[src/shared/aux_timer_pkg.sv]
package aux_timer_pkg;

  // Register bus geometry
  localparam int          ADDR_W            = 12;
  localparam int          IDX_LSB           = 2;
  localparam int          IDX_MSB           = 9;

  // Register indexes; the byte address is four times the index
  localparam logic [7:0]  IDX_CONTROL       = 8'hc8;
  localparam logic [7:0]  IDX_MODE          = 8'hc9;
  localparam logic [7:0]  IDX_CAP_LOW       = 8'hca;
  localparam logic [7:0]  IDX_CAP_HIGH      = 8'hcb;
  localparam logic [7:0]  IDX_COUNT_LOW     = 8'hcc;
  localparam logic [7:0]  IDX_COUNT_HIGH    = 8'hcd;
  localparam logic [7:0]  IDX_CLOCK_CONTROL = 8'h8e;

  // Control register bit positions
  localparam int          BIT_OVF           = 7;
  localparam int          BIT_EXT           = 6;
  localparam int          BIT_RCLK          = 5;
  localparam int          BIT_TRANSMIT_CLOCK_SELECT          = 4;
  localparam int          BIT_EXEN          = 3;
  localparam int          BIT_RUN           = 2;
  localparam int          BIT_CT            = 1;
  localparam int          BIT_CP            = 0;

  // Mode and clock control bit positions
  localparam int          BIT_DOWN_COUNT_ENABLE          = 0;
  localparam int          BIT_CRST          = 1;
  localparam int          BIT_RATE          = 5;
  localparam int          BIT_SERIAL_ODD    = 0;

  // Reset and limit values
  localparam logic [7:0]  CONTROL_RESET     = 8'h00;
  localparam logic [15:0] COUNT_RESET       = 16'h0000;
  localparam logic [15:0] COUNT_MAX         = 16'hffff;
  localparam logic [15:0] COUNT_STEP        = 16'h0001;
  localparam logic [23:0] READ_PAD          = 24'h00_0000;

  // Prescale divisors in clocks per tick
  localparam logic [3:0]  DIV_BAUD          = 4'h2;
  localparam logic [3:0]  DIV_SLOW          = 4'hc;
  localparam logic [3:0]  DIV_FAST          = 4'h4;
  localparam logic [3:0]  PRE_STEP          = 4'h1;
  localparam logic [3:0]  PRE_RESET         = 4'h0;

  // Bus responses
  localparam logic [1:0]  RESP_OKAY         = 2'h0;
  localparam logic [1:0]  RESP_SLVERR       = 2'h2;

  // Bus request bundle from the master
  typedef struct packed {
    logic              awvalid;
    logic [ADDR_W-1:0] awaddr;
    logic              wvalid;
    logic [31:0]       wdata;
    logic [3:0]        wstrb;
    logic              bready;
    logic              arvalid;
    logic [ADDR_W-1:0] araddr;
    logic              rready;
  } axil_req_type;

  // Bus answer bundle to the master
  typedef struct packed {
    logic        awready;
    logic        wready;
    logic        bvalid;
    logic [1:0]  bresp;
    logic        arready;
    logic        rvalid;
    logic [31:0] rdata;
    logic [1:0]  rresp;
  } axil_rsp_type;

  // Whole state of the timer
  typedef struct packed {
    logic [7:0]        ctrl;
    logic              down_count_enable;
    logic              crst;
    logic              rate;
    logic [15:0]       cap;
    logic [15:0]       cnt;
    logic [3:0]        pre;
    logic              trig_s1;
    logic              trig_s2;
    logic              trig_prev;
    logic              pin_s1;
    logic              pin_s2;
    logic              pin_prev;
    logic              own_ovf;
    logic              rx_tb;
    logic              tx_tb;
    logic              aw_full;
    logic [ADDR_W-1:0] aw_addr;
    logic              w_full;
    logic [7:0]        w_data;
    logic              w_en;
    logic              bvalid;
    logic [1:0]        bresp;
    logic              rvalid;
    logic [31:0]       rdata;
    logic [1:0]        rresp;
  } state_type;

  localparam state_type STATE_RESET = '0;

endpackage : aux_timer_pkg

[src/rtl/aux_timer_capture_reload.sv]
`timescale 1ns/10ps
// Operation
// - Overflow or down-count match sets overflow flag
// - Overflow flag set only outside baud mode
// - Hardware never clears overflow flag
// - Trigger falling edge sets sticky external flag
// - Down-count overflow also sets external flag
// - Either flag requests interrupt when enabled
// - Receive time base from selected overflow
// - Transmit time base from selected overflow
// - Trigger edge ignored unless enabled, not baud, not down-count
// - Run bit starts, stops, holds count
// - Internal prescaled clock or external falling edges
// - Baud mode ticks every two clocks
// - Baud mode always auto-reloads on overflow
// - Reload on overflow or enabled trigger edge
// - Capture count on enabled trigger edge
// - Capture reset bit clears count after capture
// - Down enable and pin set direction
// - Low capture byte captures, supplies reload
// - High capture byte captures, supplies reload
module aux_timer_capture_reload
  import aux_timer_pkg::*;
(
  // Clock and reset
  input  wire logic         clk_in,
  input  wire logic         rst_n_in,
  // Register bus
  input  wire axil_req_type axil_req_in,
  output axil_rsp_type      axil_rsp_out,
  // Pins and serial port context
  input  wire logic         trigger_pin_in,
  input  wire logic         external_count_pin_in,
  input  wire logic         other_timer_overflow_in,
  input  wire logic [1:0]   serial_mode_in,
  input  wire logic         irq_enable_in,
  // Events out
  output logic              timer_irq_out,
  output logic              own_overflow_out,
  output logic              rx_time_base_out,
  output logic              tx_time_base_out
);

  state_type s;
  state_type n;

  logic        baud;
  logic        capture;
  logic        down;
  logic        trig_fall;
  logic        pin_fall;
  logic [3:0]  div;
  logic        pre_tick;
  logic        tick;
  logic        up_ovf;
  logic        dn_ovf;
  logic        ovf;
  logic        trig_act;
  logic        serial13;
  logic        wr_go;
  logic [7:0]  wr_idx;
  logic        wr_ok;
  logic        ctrl_wr;
  logic        cnt_wr;
  logic        cap_wr;
  logic [7:0]  rd_idx;
  logic        rd_ok;
  logic [7:0]  rd_val;
  logic [15:0] cnt_cur;
  logic [15:0] cap_cur;

  // Mode decode
  assign baud     = s.ctrl[BIT_RCLK] | s.ctrl[BIT_TRANSMIT_CLOCK_SELECT];
  assign capture  = s.ctrl[BIT_CP] & ~baud;
  assign down     = s.down_count_enable & ~capture & ~baud & ~s.trig_s2;
  assign serial13 = serial_mode_in[BIT_SERIAL_ODD];

  // Edges from the second and third sample only
  assign trig_fall = s.trig_prev & ~s.trig_s2;
  assign pin_fall  = s.pin_prev & ~s.pin_s2;

  // Tick source selection
  assign div      = baud ? DIV_BAUD : (s.rate ? DIV_FAST : DIV_SLOW);
  assign pre_tick = (s.pre == div - PRE_STEP);
  assign tick     = s.ctrl[BIT_RUN] &
                    ((baud | ~s.ctrl[BIT_CT]) ? pre_tick : pin_fall);

  // Overflow events
  assign up_ovf = tick & ~down & (s.cnt == COUNT_MAX);
  assign dn_ovf = tick & down & (s.cnt == s.cap);
  assign ovf    = up_ovf | dn_ovf;

  // Trigger acts only when enabled, outside baud and down-count use
  assign trig_act = trig_fall & s.ctrl[BIT_EXEN] & ~baud &
                    ~(s.down_count_enable & ~capture);

  // Write decode
  assign wr_go   = s.aw_full & s.w_full & ~s.bvalid;
  assign wr_idx  = s.aw_addr[IDX_MSB:IDX_LSB];
  assign wr_ok   = (s.aw_addr[ADDR_W-1:IDX_MSB+1] == '0) &
                   (s.aw_addr[IDX_LSB-1:0] == '0) &
                   (wr_idx == IDX_CONTROL || wr_idx == IDX_MODE ||
                    wr_idx == IDX_CAP_LOW || wr_idx == IDX_CAP_HIGH ||
                    wr_idx == IDX_COUNT_LOW || wr_idx == IDX_COUNT_HIGH ||
                    wr_idx == IDX_CLOCK_CONTROL);
  assign ctrl_wr = wr_go & s.w_en & wr_ok & (wr_idx == IDX_CONTROL);
  assign cnt_wr  = wr_go & s.w_en & wr_ok &
                   (wr_idx == IDX_COUNT_LOW || wr_idx == IDX_COUNT_HIGH);
  assign cap_wr  = wr_go & s.w_en & wr_ok &
                   (wr_idx == IDX_CAP_LOW || wr_idx == IDX_CAP_HIGH);
  assign cnt_cur = s.cnt;
  assign cap_cur = s.cap;

  // Read decode
  assign rd_idx = axil_req_in.araddr[IDX_MSB:IDX_LSB];
  always_comb begin
    rd_ok  = (axil_req_in.araddr[ADDR_W-1:IDX_MSB+1] == '0) &
             (axil_req_in.araddr[IDX_LSB-1:0] == '0);
    rd_val = '0;
    case (rd_idx)
      IDX_CONTROL:       rd_val = s.ctrl;
      IDX_MODE: begin
        rd_val[BIT_DOWN_COUNT_ENABLE] = s.down_count_enable;
        rd_val[BIT_CRST] = s.crst;
      end
      IDX_CAP_LOW:       rd_val = s.cap[7:0];
      IDX_CAP_HIGH:      rd_val = s.cap[15:8];
      IDX_COUNT_LOW:     rd_val = s.cnt[7:0];
      IDX_COUNT_HIGH:    rd_val = s.cnt[15:8];
      IDX_CLOCK_CONTROL: rd_val[BIT_RATE] = s.rate;
      default:           rd_ok = 1'b0;
    endcase
  end

  // Next state
  always_comb begin
    n = s;
    // Pin synchronisers
    n.trig_s1   = trigger_pin_in;
    n.trig_s2   = s.trig_s1;
    n.trig_prev = s.trig_s2;
    n.pin_s1    = external_count_pin_in;
    n.pin_s2    = s.pin_s1;
    n.pin_prev  = s.pin_s2;

    // Prescaler runs only for internal ticks
    if (s.ctrl[BIT_RUN] & (baud | ~s.ctrl[BIT_CT])) begin
      n.pre = pre_tick ? PRE_RESET : s.pre + PRE_STEP;
    end else begin
      n.pre = PRE_RESET;
    end

    // Counting; a halted timer keeps its bytes
    if (tick) begin
      if (dn_ovf) begin
        n.cnt = COUNT_MAX;
      end else if (down) begin
        n.cnt = s.cnt - COUNT_STEP;
      end else if (up_ovf & ~capture) begin
        n.cnt = s.cap;
      end else begin
        n.cnt = s.cnt + COUNT_STEP;
      end
    end

    // Trigger edge: capture or reload
    if (trig_act) begin
      if (capture) begin
        n.cap = s.cnt;
        if (s.crst) begin
          n.cnt = COUNT_RESET;
        end
      end else begin
        n.cnt = s.cap;
      end
    end

    // Time bases for the serial port
    n.own_ovf = ovf;
    n.rx_tb   = serial13 & (s.ctrl[BIT_RCLK] ? ovf : other_timer_overflow_in);
    n.tx_tb   = serial13 & (s.ctrl[BIT_TRANSMIT_CLOCK_SELECT] ? ovf : other_timer_overflow_in);

    // Write address and data channels
    if (axil_req_in.awvalid & ~s.aw_full) begin
      n.aw_full = 1'b1;
      n.aw_addr = axil_req_in.awaddr;
    end
    if (axil_req_in.wvalid & ~s.w_full) begin
      n.w_full = 1'b1;
      n.w_data = axil_req_in.wdata[7:0];
      n.w_en   = axil_req_in.wstrb[0];
    end
    if (s.bvalid & axil_req_in.bready) begin
      n.bvalid = 1'b0;
    end

    // Register write; software wins over counting
    if (wr_go) begin
      n.aw_full = 1'b0;
      n.w_full  = 1'b0;
      n.bvalid  = 1'b1;
      n.bresp   = wr_ok ? RESP_OKAY : RESP_SLVERR;
      if (s.w_en & wr_ok) begin
        case (wr_idx)
          IDX_CONTROL:       n.ctrl = s.w_data;
          IDX_MODE: begin
            n.down_count_enable = s.w_data[BIT_DOWN_COUNT_ENABLE];
            n.crst = s.w_data[BIT_CRST];
          end
          IDX_CAP_LOW:       n.cap[7:0]  = s.w_data;
          IDX_CAP_HIGH:      n.cap[15:8] = s.w_data;
          IDX_COUNT_LOW:     n.cnt[7:0]  = s.w_data;
          IDX_COUNT_HIGH:    n.cnt[15:8] = s.w_data;
          IDX_CLOCK_CONTROL: n.rate = s.w_data[BIT_RATE];
          default:           n.rate = s.rate;
        endcase
      end
    end

    // Hardware flag sets win over a clearing write
    if (ovf & ~baud) begin
      n.ctrl[BIT_OVF] = 1'b1;
    end
    if (trig_act | (ovf & s.down_count_enable & ~capture & ~baud)) begin
      n.ctrl[BIT_EXT] = 1'b1;
    end

    // Read channel
    if (s.rvalid & axil_req_in.rready) begin
      n.rvalid = 1'b0;
    end
    if (axil_req_in.arvalid & ~s.rvalid) begin
      n.rvalid = 1'b1;
      n.rdata  = {READ_PAD, rd_val};
      n.rresp  = rd_ok ? RESP_OKAY : RESP_SLVERR;
    end
  end

  // State register
  always_ff @(posedge clk_in or negedge rst_n_in) begin
    if (!rst_n_in) begin
      s <= STATE_RESET;
    end else begin
      s <= n;
    end
  end

  // Outputs
  assign axil_rsp_out.awready = ~s.aw_full;
  assign axil_rsp_out.wready  = ~s.w_full;
  assign axil_rsp_out.bvalid  = s.bvalid;
  assign axil_rsp_out.bresp   = s.bresp;
  assign axil_rsp_out.arready = ~s.rvalid;
  assign axil_rsp_out.rvalid  = s.rvalid;
  assign axil_rsp_out.rdata   = s.rdata;
  assign axil_rsp_out.rresp   = s.rresp;
  assign timer_irq_out    = irq_enable_in & (s.ctrl[BIT_OVF] | s.ctrl[BIT_EXT]);
  assign own_overflow_out = s.own_ovf;
  assign rx_time_base_out = s.rx_tb;
  assign tx_time_base_out = s.tx_tb;
endmodule : aux_timer_capture_reload

[config.mk]
export PLATFORM = sky130hd
export DESIGN_NAME = aux_timer_capture_reload
export DESIGN_NICKNAME = d
export VERILOG_FILES = /design/src/shared/aux_timer_pkg.sv /design/src/rtl/aux_timer_capture_reload.sv
export SDC_FILE = /design/constraint.sdc
export NUM_CORES = 1
export LEC_CHECK = 0
export BUFFER_PORTS_ARGS = -buffer_cell sky130_fd_sc_hd__clkbuf_2
export CORE_MARGIN = 2
export CORE_UTILIZATION = 56
export DETAILED_ROUTE_END_ITERATION = 7
export PLACE_DENSITY = 0.87
export SETUP_SLACK_MARGIN = 0.05
export SLEW_MARGIN = 10
export SYNTH_ARGS = -nofsm -noshare
export SYNTH_HDL_FRONTEND = slang
export SYNTH_SLANG_ARGS = --single-unit
[constraint.sdc]
create_clock -name clk_in -period 2.3 [get_ports clk_in]
set_input_delay 0.23 -clock clk_in [delete_from_list [all_inputs] [get_ports clk_in]]
set_output_delay 0.23 -clock clk_in [all_outputs]
set_load 0.01 [all_outputs]
==> flow_metrics.tcl, run 1 <==
set metrics [dict create \
    dr_wl_met2_um 7330 \
    endpoint "cnt_cur[12]$_DFF_PN0_" \
    crit_required_ns 2.57 \
    grt_setup_unrepaired "true" \
    crit_slowest_cell "dfrtp_1" \
    core_sq_um 9860 \
    min_period_ns 2.15 \
    period_share 0.937 \
    cp.depth 9 \
    worst_pin_slew_ns 0.627 \
    p_leak_nw 3.15 \
    ys.flop_type "dfrtp_1" \
    synth-adder-area-share 0.00655 \
    postCtsSetupBuffers 0 \
    synth_compound_area_frac 0.171 \
    clock.fmax_ghz 0.464 \
    cp.buffers_inverters 3 \
    critPathArrivalTime_ns 2.43 \
    ioPinCount 118 \
    worstSetupPathType "reg -> reg" \
    yosysUniqueCellTypes 71 \
    grt_max_degree 66 \
    nets 756 \
    p_seq_frac 0.564 \
    avgSynthCellArea_sq_um 9.58 \
    diodes 0 \
    highest_layer "met4" \
    synthMuxAreaShare 0.0904 \
    r2r_start "cnt_cur[0]$_DFF_PN0_" \
    hold_path.class "in -> reg" \
    setup_viol 0 \
    drt-total-wl_um 16000 \
    ys_top_cells_by_area "dfrtp_1 40%, mux2_2 5.9%, buf_4 5.5%, xor2_1 4.1%, nand2_1 3.4%" \
    track_usage 0.302 \
    p_int_mw 2.65 \
    antenna_found_initial 0 \
    final_core_util 0.659 \
    drc 0 \
    skew_ns 0.0227 \
    wl_met3_um 1470 \
    synthSimpleGateAreaFrac 0.181 \
    r2r_cells 9 \
    cts.path.max_buffers 2 \
    hold_viol_final 0 \
    post_dp_cell_area_sq_um 6260 \
    startpoint_type "register" \
    initial_utilization 0.581 \
    synth_area_sq_um 5730 \
    r2r-end "cnt_cur[12]$_DFF_PN0_" \
    crit_fanout 5 \
    grt-ovfl-total 0 \
    final_layout_size_suffix_gt1_frac 0.289 \
    h-tree-depth 3 \
    wl_met1_um 6460 \
    cts_sinks 91 \
    crit_path_start "cnt_cur[0]$_DFF_PN0_" \
    synth_top_area_frac 0.397 \
    synth.most_common_cell "dfrtp_1" \
    vias 5007 \
    first_global_vias 4952 \
    slew_viol_final 0 \
    post_synth_inst_count 598 \
    cts_made_buffers 9 \
    worst_slack_ns 0.145 \
    portBuffers 63 \
    synth_common_cells "91 x dfrtp_1, 52 x nand2_1, 44 x nor2_1" \
    cts_tree "done" \
    detail-route-antenna-nets 0 \
    drtIter0Drc 414 \
    async_reset_ff_frac 1.00 \
    reg2reg_slack_ns 0.15 \
    synth_edf_count 0 \
    synthXorXnorAreaFrac 0.0596 \
    clkPwrFrac 0.242 \
    synth_seq_cells 91 \
    cp_slowest_stage_delay_ns 0.44 \
    gp_congestion 1.06 \
    grt_pass1_wl_um 25800 \
    place_hpwl_um 11800 \
    die_x_um 105 \
    die_y_um 105 \
    status "finished, final reports clean" \
    yosys_warnings 0 \
    slew-limit-headroom 0.581 \
    drt_pass1_iterations 6 \
    vias_per_cell 6.12 \
    rows 36 \
    ys_seq_area_frac 0.397 \
    synth_top_family_by_area "simple AND/OR/NAND/NOR gates" \
    crit_path_frequent_cell "buf_4" \
    cp_top_family "simple AND/OR/NAND/NOR gates" \
    die_area_sq_um 11100 \
    combPwrFrac 0.195 \
    clk_pin_slew_ns 0.09 \
    area_delta_synth_final_pct 13.4 \
    clkLatencyLatePin_ns 0.38 \
    worst_setup_path_end_kind "register" \
    synth_area_leader_cell "dfrtp_1" \
    clockRootBuffer "clkbuf_8" \
    design_area_sq_um 6500 \
    worstPathCellList "buf_4 -> xor2_1 -> nor4_1 -> nand3_1 -> nor4_4 -> buf_4 -> nor2_2 -> buf_4 -> a311oi_2" \
    p_per_area_nw_per_um2 618 \
    fin_worst_hold_slack_ns 0.0308 \
    dpl_worst_slack_ns 0.0333 \
    switchingPower_mw 1.36 \
    wire_per_inst_um 19.6 \
    ir_worst_vdd_uv 507 \
    p_sw_frac 0.340 \
    max_cap_viol_count 0 \
]
## registers in the layout, indices dropped and copies added (netlist names)
register and cells:
n 4, own_overflow_out 1, rx_time_base_out 1, tx_time_base_out 1
cnt_cur 16, s 40, axil_rsp_out 12, cap_cur 16
## cells in the final DEF (no fill, tap or decap), types with 12 or more instances in the layout
cell type / synthesis / final
a21oi_1: 35 / 34
a22oi_1: 12 / 12
a31oi_1: 16 / 16
buf_4: 42 / 53
clkbuf_2: 0 / 62
conb_1: 1 / 26
dfrtp_1: 91 / 89
mux2_2: 30 / 30
mux2i_1: 18 / 18
nand2_1: 52 / 52
nor2_1: 44 / 43
o21ai_0: 33 / 33
xnor2_1: 12 / 12
xor2_1: 27 / 27
## final cells by class
cell class              count  area, sq um
fillers                   802         3370
multi-input cells         447         3050
flip-flops and latches     91         2280
repair buffers            121          798
well taps                 133          166
clock buffers              12          135
inverters                  10         37.5
clock inverters             4         27.5
## stage by stage
step | TNS [ns] | std cells | power, mW
finish | 0 | 818 | 4.02
global route | -0.0172 | 818 | 4.20
CTS | 0 | 818 | 4.02
detailed placement | 0 | 799 | 3.06
global placement | 0 | 799 | 3.00
floorplan | 0 | 623 | 2.70
## kinds of logic (layout without fill, tap and decap cells)
| family | count (synthesis) | in the layout |
|---|---|---|
| AOI/OAI and AO/OA | 147 | 147 |
| xor gates and xnor gates | 39 | 39 |
| adders and majority gates | 3 | 3 |
| buffers and inverters | 85 | 147 |
| DFF | 91 | 91 |
| muxes | 48 | 48 |
| other | 1 | 26 |
| and+or+nand+nor | 184 | 184 |
## power by group through the flow
stage	Combinational, mW	Clock (mW)	Sequential [mW]
floorplan	0.617	0	2.08
global placement	0.743	0	2.25
detailed placement	0.779	0	2.28
CTS	0.786	0.981	2.25
global route	0.868	1.04	2.29
finish	0.782	0.971	2.26
## worst min path at each step
stage	cells after the start	to	slack (ns)	start
after floorplan	0	axil_rsp_out[1]$_DFFE_PN0P_	-0.07	rst_n_in
after global placement	1	axil_rsp_out[7]$_DFFE_PN0P_	0.16	rst_n_in
after detailed placement	1	axil_rsp_out[4]$_DFFE_PN0P_	0.17	rst_n_in
after CTS	2	axil_rsp_out[38]$_DFFE_PN0P_	0.02	axil_req_in[14]
after global routing	2	axil_rsp_out[38]$_DFFE_PN0P_	0.03	axil_req_in[14]
final	2	axil_rsp_out[38]$_DFFE_PN0P_	0.03	axil_req_in[14]
## metal layers
layer / vias to the layer above / track usage
li1: 2255 / -
met1: 2410 / 0.394
met2: 284 / 0.487
met3: 58 / 0.0493
met4: 0 / 0.155
met5: - / 0
## timing repair
action,CTS,global route
gates resized for setup,1,12
endpoints found under the hold margin,28,0
pin swaps,0,1
endpoints found under the setup margin,1,17
hold buffers,3,0
(Power assumes the default switching activity.)
==> run 2, diff against run 1 <==
Settings changed: RECOVER_POWER from default to 50.
Clock period 2.3 ns to 2.33 ns, I/O delays scaled along.
==> run 2 against run 1 <==
  * The run now ends with design-rule violations left
  * Sequential share of layout area barely moved
  * Clock skew is 0.013 ns lower
  * Worst hold slack better by 0.0078 ns
  * Critical path depth decreased by 1
  * Utilization about the same
  * Largest power group unchanged
==> flow_metrics.tcl, run 2 (same netlist as run 1, synthesis figures left out) <==
set metrics [dict create \
    critPathArrivalTime_ns 2.51 \
    r2r-end "cnt_cur[12]$_DFF_PN0_" \
    regMostFlops "s" \
    status "finished with violations" \
    hold_path.class "in -> reg" \
    post_dp_cell_area_sq_um 6170 \
    nets 751 \
    setup_tns_ns 0 \
    slew-limit-headroom 0.213 \
    grt_use_met3 0.0880 \
    setup_viol 0 \
    cts_sinks 91 \
    p_per_area_nw_per_um2 645 \
    use_met1 0.379 \
    rows 36 \
    max_cap_viol_count 0 \
    min_to "axil_rsp_out[38]$_DFFE_PN0P_" \
    worstSetupPathType "reg -> reg" \
    r2r_cells 8 \
    drc 10 \
    final_cells 813 \
    grt-ovfl-total 0 \
    vias 5062 \
    skew_ns 0.00960 \
    clk_pin_slew_ns 0.10 \
    cts_tree "done" \
    placed_cells_incl_taps 789 \
    place_hpwl_um 11600 \
    hold_viol_final 0 \
    slew_viol_final 0 \
    worst_pin_slew_ns 1.18 \
    largest_register_ffs 40 \
    clock.fmax_ghz 0.449 \
    startpoint_type "register" \
    antenna_found_initial 0 \
    r2r_start "s[113]$_DFFE_PN0P_" \
    cts.path.max_buffers 2 \
    die_y_um 105 \
    gp_congestion 0.971 \
    die_x_um 105 \
    cts_made_buffers 9 \
    crit_fanout 8 \
    period_share 0.956 \
    grt_max_degree 51 \
    reg2reg_slack_ns 0.10 \
    ioPinCount 118 \
    initial_utilization 0.581 \
    worst_slack_ns 0.102 \
    grt_pass1_wl_um 24800 \
    clockRootBuffer "clkbuf_8" \
    violations "design-rule violations" \
    mostFrequentLayoutCell "dfrtp_1" \
    crit_required_ns 2.61 \
    die_area_sq_um 11100 \
    drt_pass1_iterations 8 \
    diodes 0 \
    final_cell_mix "87 x dfrtp_1, 52 x nand2_1, 48 x clkbuf_2, 47 x buf_4, 43 x nor2_1" \
    vias_per_cell 6.23 \
    min_period_ns 2.23 \
    final_layout_size_suffix_gt1_frac 0.272 \
    h-tree-depth 3 \
    design_area_sq_um 6500 \
    final_core_util 0.659 \
    dpl_worst_slack_ns 0.0576 \
    portBuffers 63 \
    area_delta_synth_final_pct 13.5 \
    track_usage 0.291 \
    busiest_layer "met2" \
    drt-total-wl_um 15800 \
    min_from "axil_req_in[14]" \
    clkLatencyLatePin_ns 0.37 \
    p_leak_nw 3.10 \
    core_sq_um 9860 \
    wire_per_inst_um 19.5 \
    whs_path_depth 2 \
    grt_setup_unrepaired "true" \
    drtIter0Drc 593 \
    first_global_vias 4705 \
    detail-route-antenna-nets 0 \
    ir_worst_vdd_uv 542 \
    worst_setup_path_end_kind "register" \
    use_met2 0.446 \
]
==> run 2: metal layers <==
layer  part of all wire  wire length (um)  up-vias
met5                  0                 0        -
met1               0.39              6230     2403
met2               0.45              7170      338
met3               0.11              1700       68
met4              0.046               730        0
li1                   -                 -     2253
==> run 2: how the worst max path moves through the flow <==
stage / cells past startpoint / to / slack [ns] / from
floorplan: 9 / cnt_cur[12]$_DFF_PN0_ / 0.33 / cnt_cur[0]$_DFF_PN0_
global placement: 6 / cnt_cur[9]$_DFF_PN0_ / 0.08 / s[113]$_DFFE_PN0P_
detailed placement: 6 / cnt_cur[9]$_DFF_PN0_ / 0.06 / s[113]$_DFFE_PN0P_
CTS: 9 / cnt_cur[12]$_DFF_PN0_ / 0.08 / cnt_cur[1]$_DFF_PN0_
global route: 8 / cnt_cur[12]$_DFF_PN0_ / 0.03 / s[113]$_DFFE_PN0P_
finish: 8 / cnt_cur[12]$_DFF_PN0_ / 0.10 / s[113]$_DFFE_PN0P_
==> run 2: repair_timing <==
| item | in CTS | in global routing |
|---|---|---|
| pin swaps | 0 | 6 |
| setup buffers | 0 | 4 |
| endpoints found under the hold margin | 43 | 0 |
| hold buffers | 3 | 0 |
| setup endpoints to repair | 1 | 17 |
| gates resized for setup | 1 | 17 |
| gates cloned | 0 | 1 |
==> run 2: cell type report <==
cell class	count	area, sq um
well taps	133	166
fillers	806	3360
clock inverters	7	101
multi-input cells	448	3070
repair buffers	115	719
flip-flops and latches	91	2280
inverters	10	37.5
clock buffers	9	124
==> run 2: metrics by stage <==
stage | hold WS, ns | power (mW)
after detailed placement | 0.275 | 2.99
after global routing | 0.0396 | 4.39
after floorplan | -0.0626 | 2.66
after CTS | 0.0391 | 4.19
final | 0.0386 | 4.19
after global placement | 0.267 | 2.93
==> run 2: where the power goes <==
| part | internal [mW] | switching (mW) |
|---|---|---|
| combinational | 0.388 | 0.363 |
| clock | 0.613 | 0.604 |
| sequential | 1.83 | 0.396 |
| total | 2.83 | 1.36 |
==> run 2: worst max-delay path, cell delays in order (launching register included) <==
cell and delay [ns]:
dfrtp_1 0.43, buf_4 0.17, or3_4 0.40, nor2_2 0.17, nand3_2 0.10, nor4_4 0.39
nor2_2 0.07, buf_4 0.18, a311oi_2 0.22
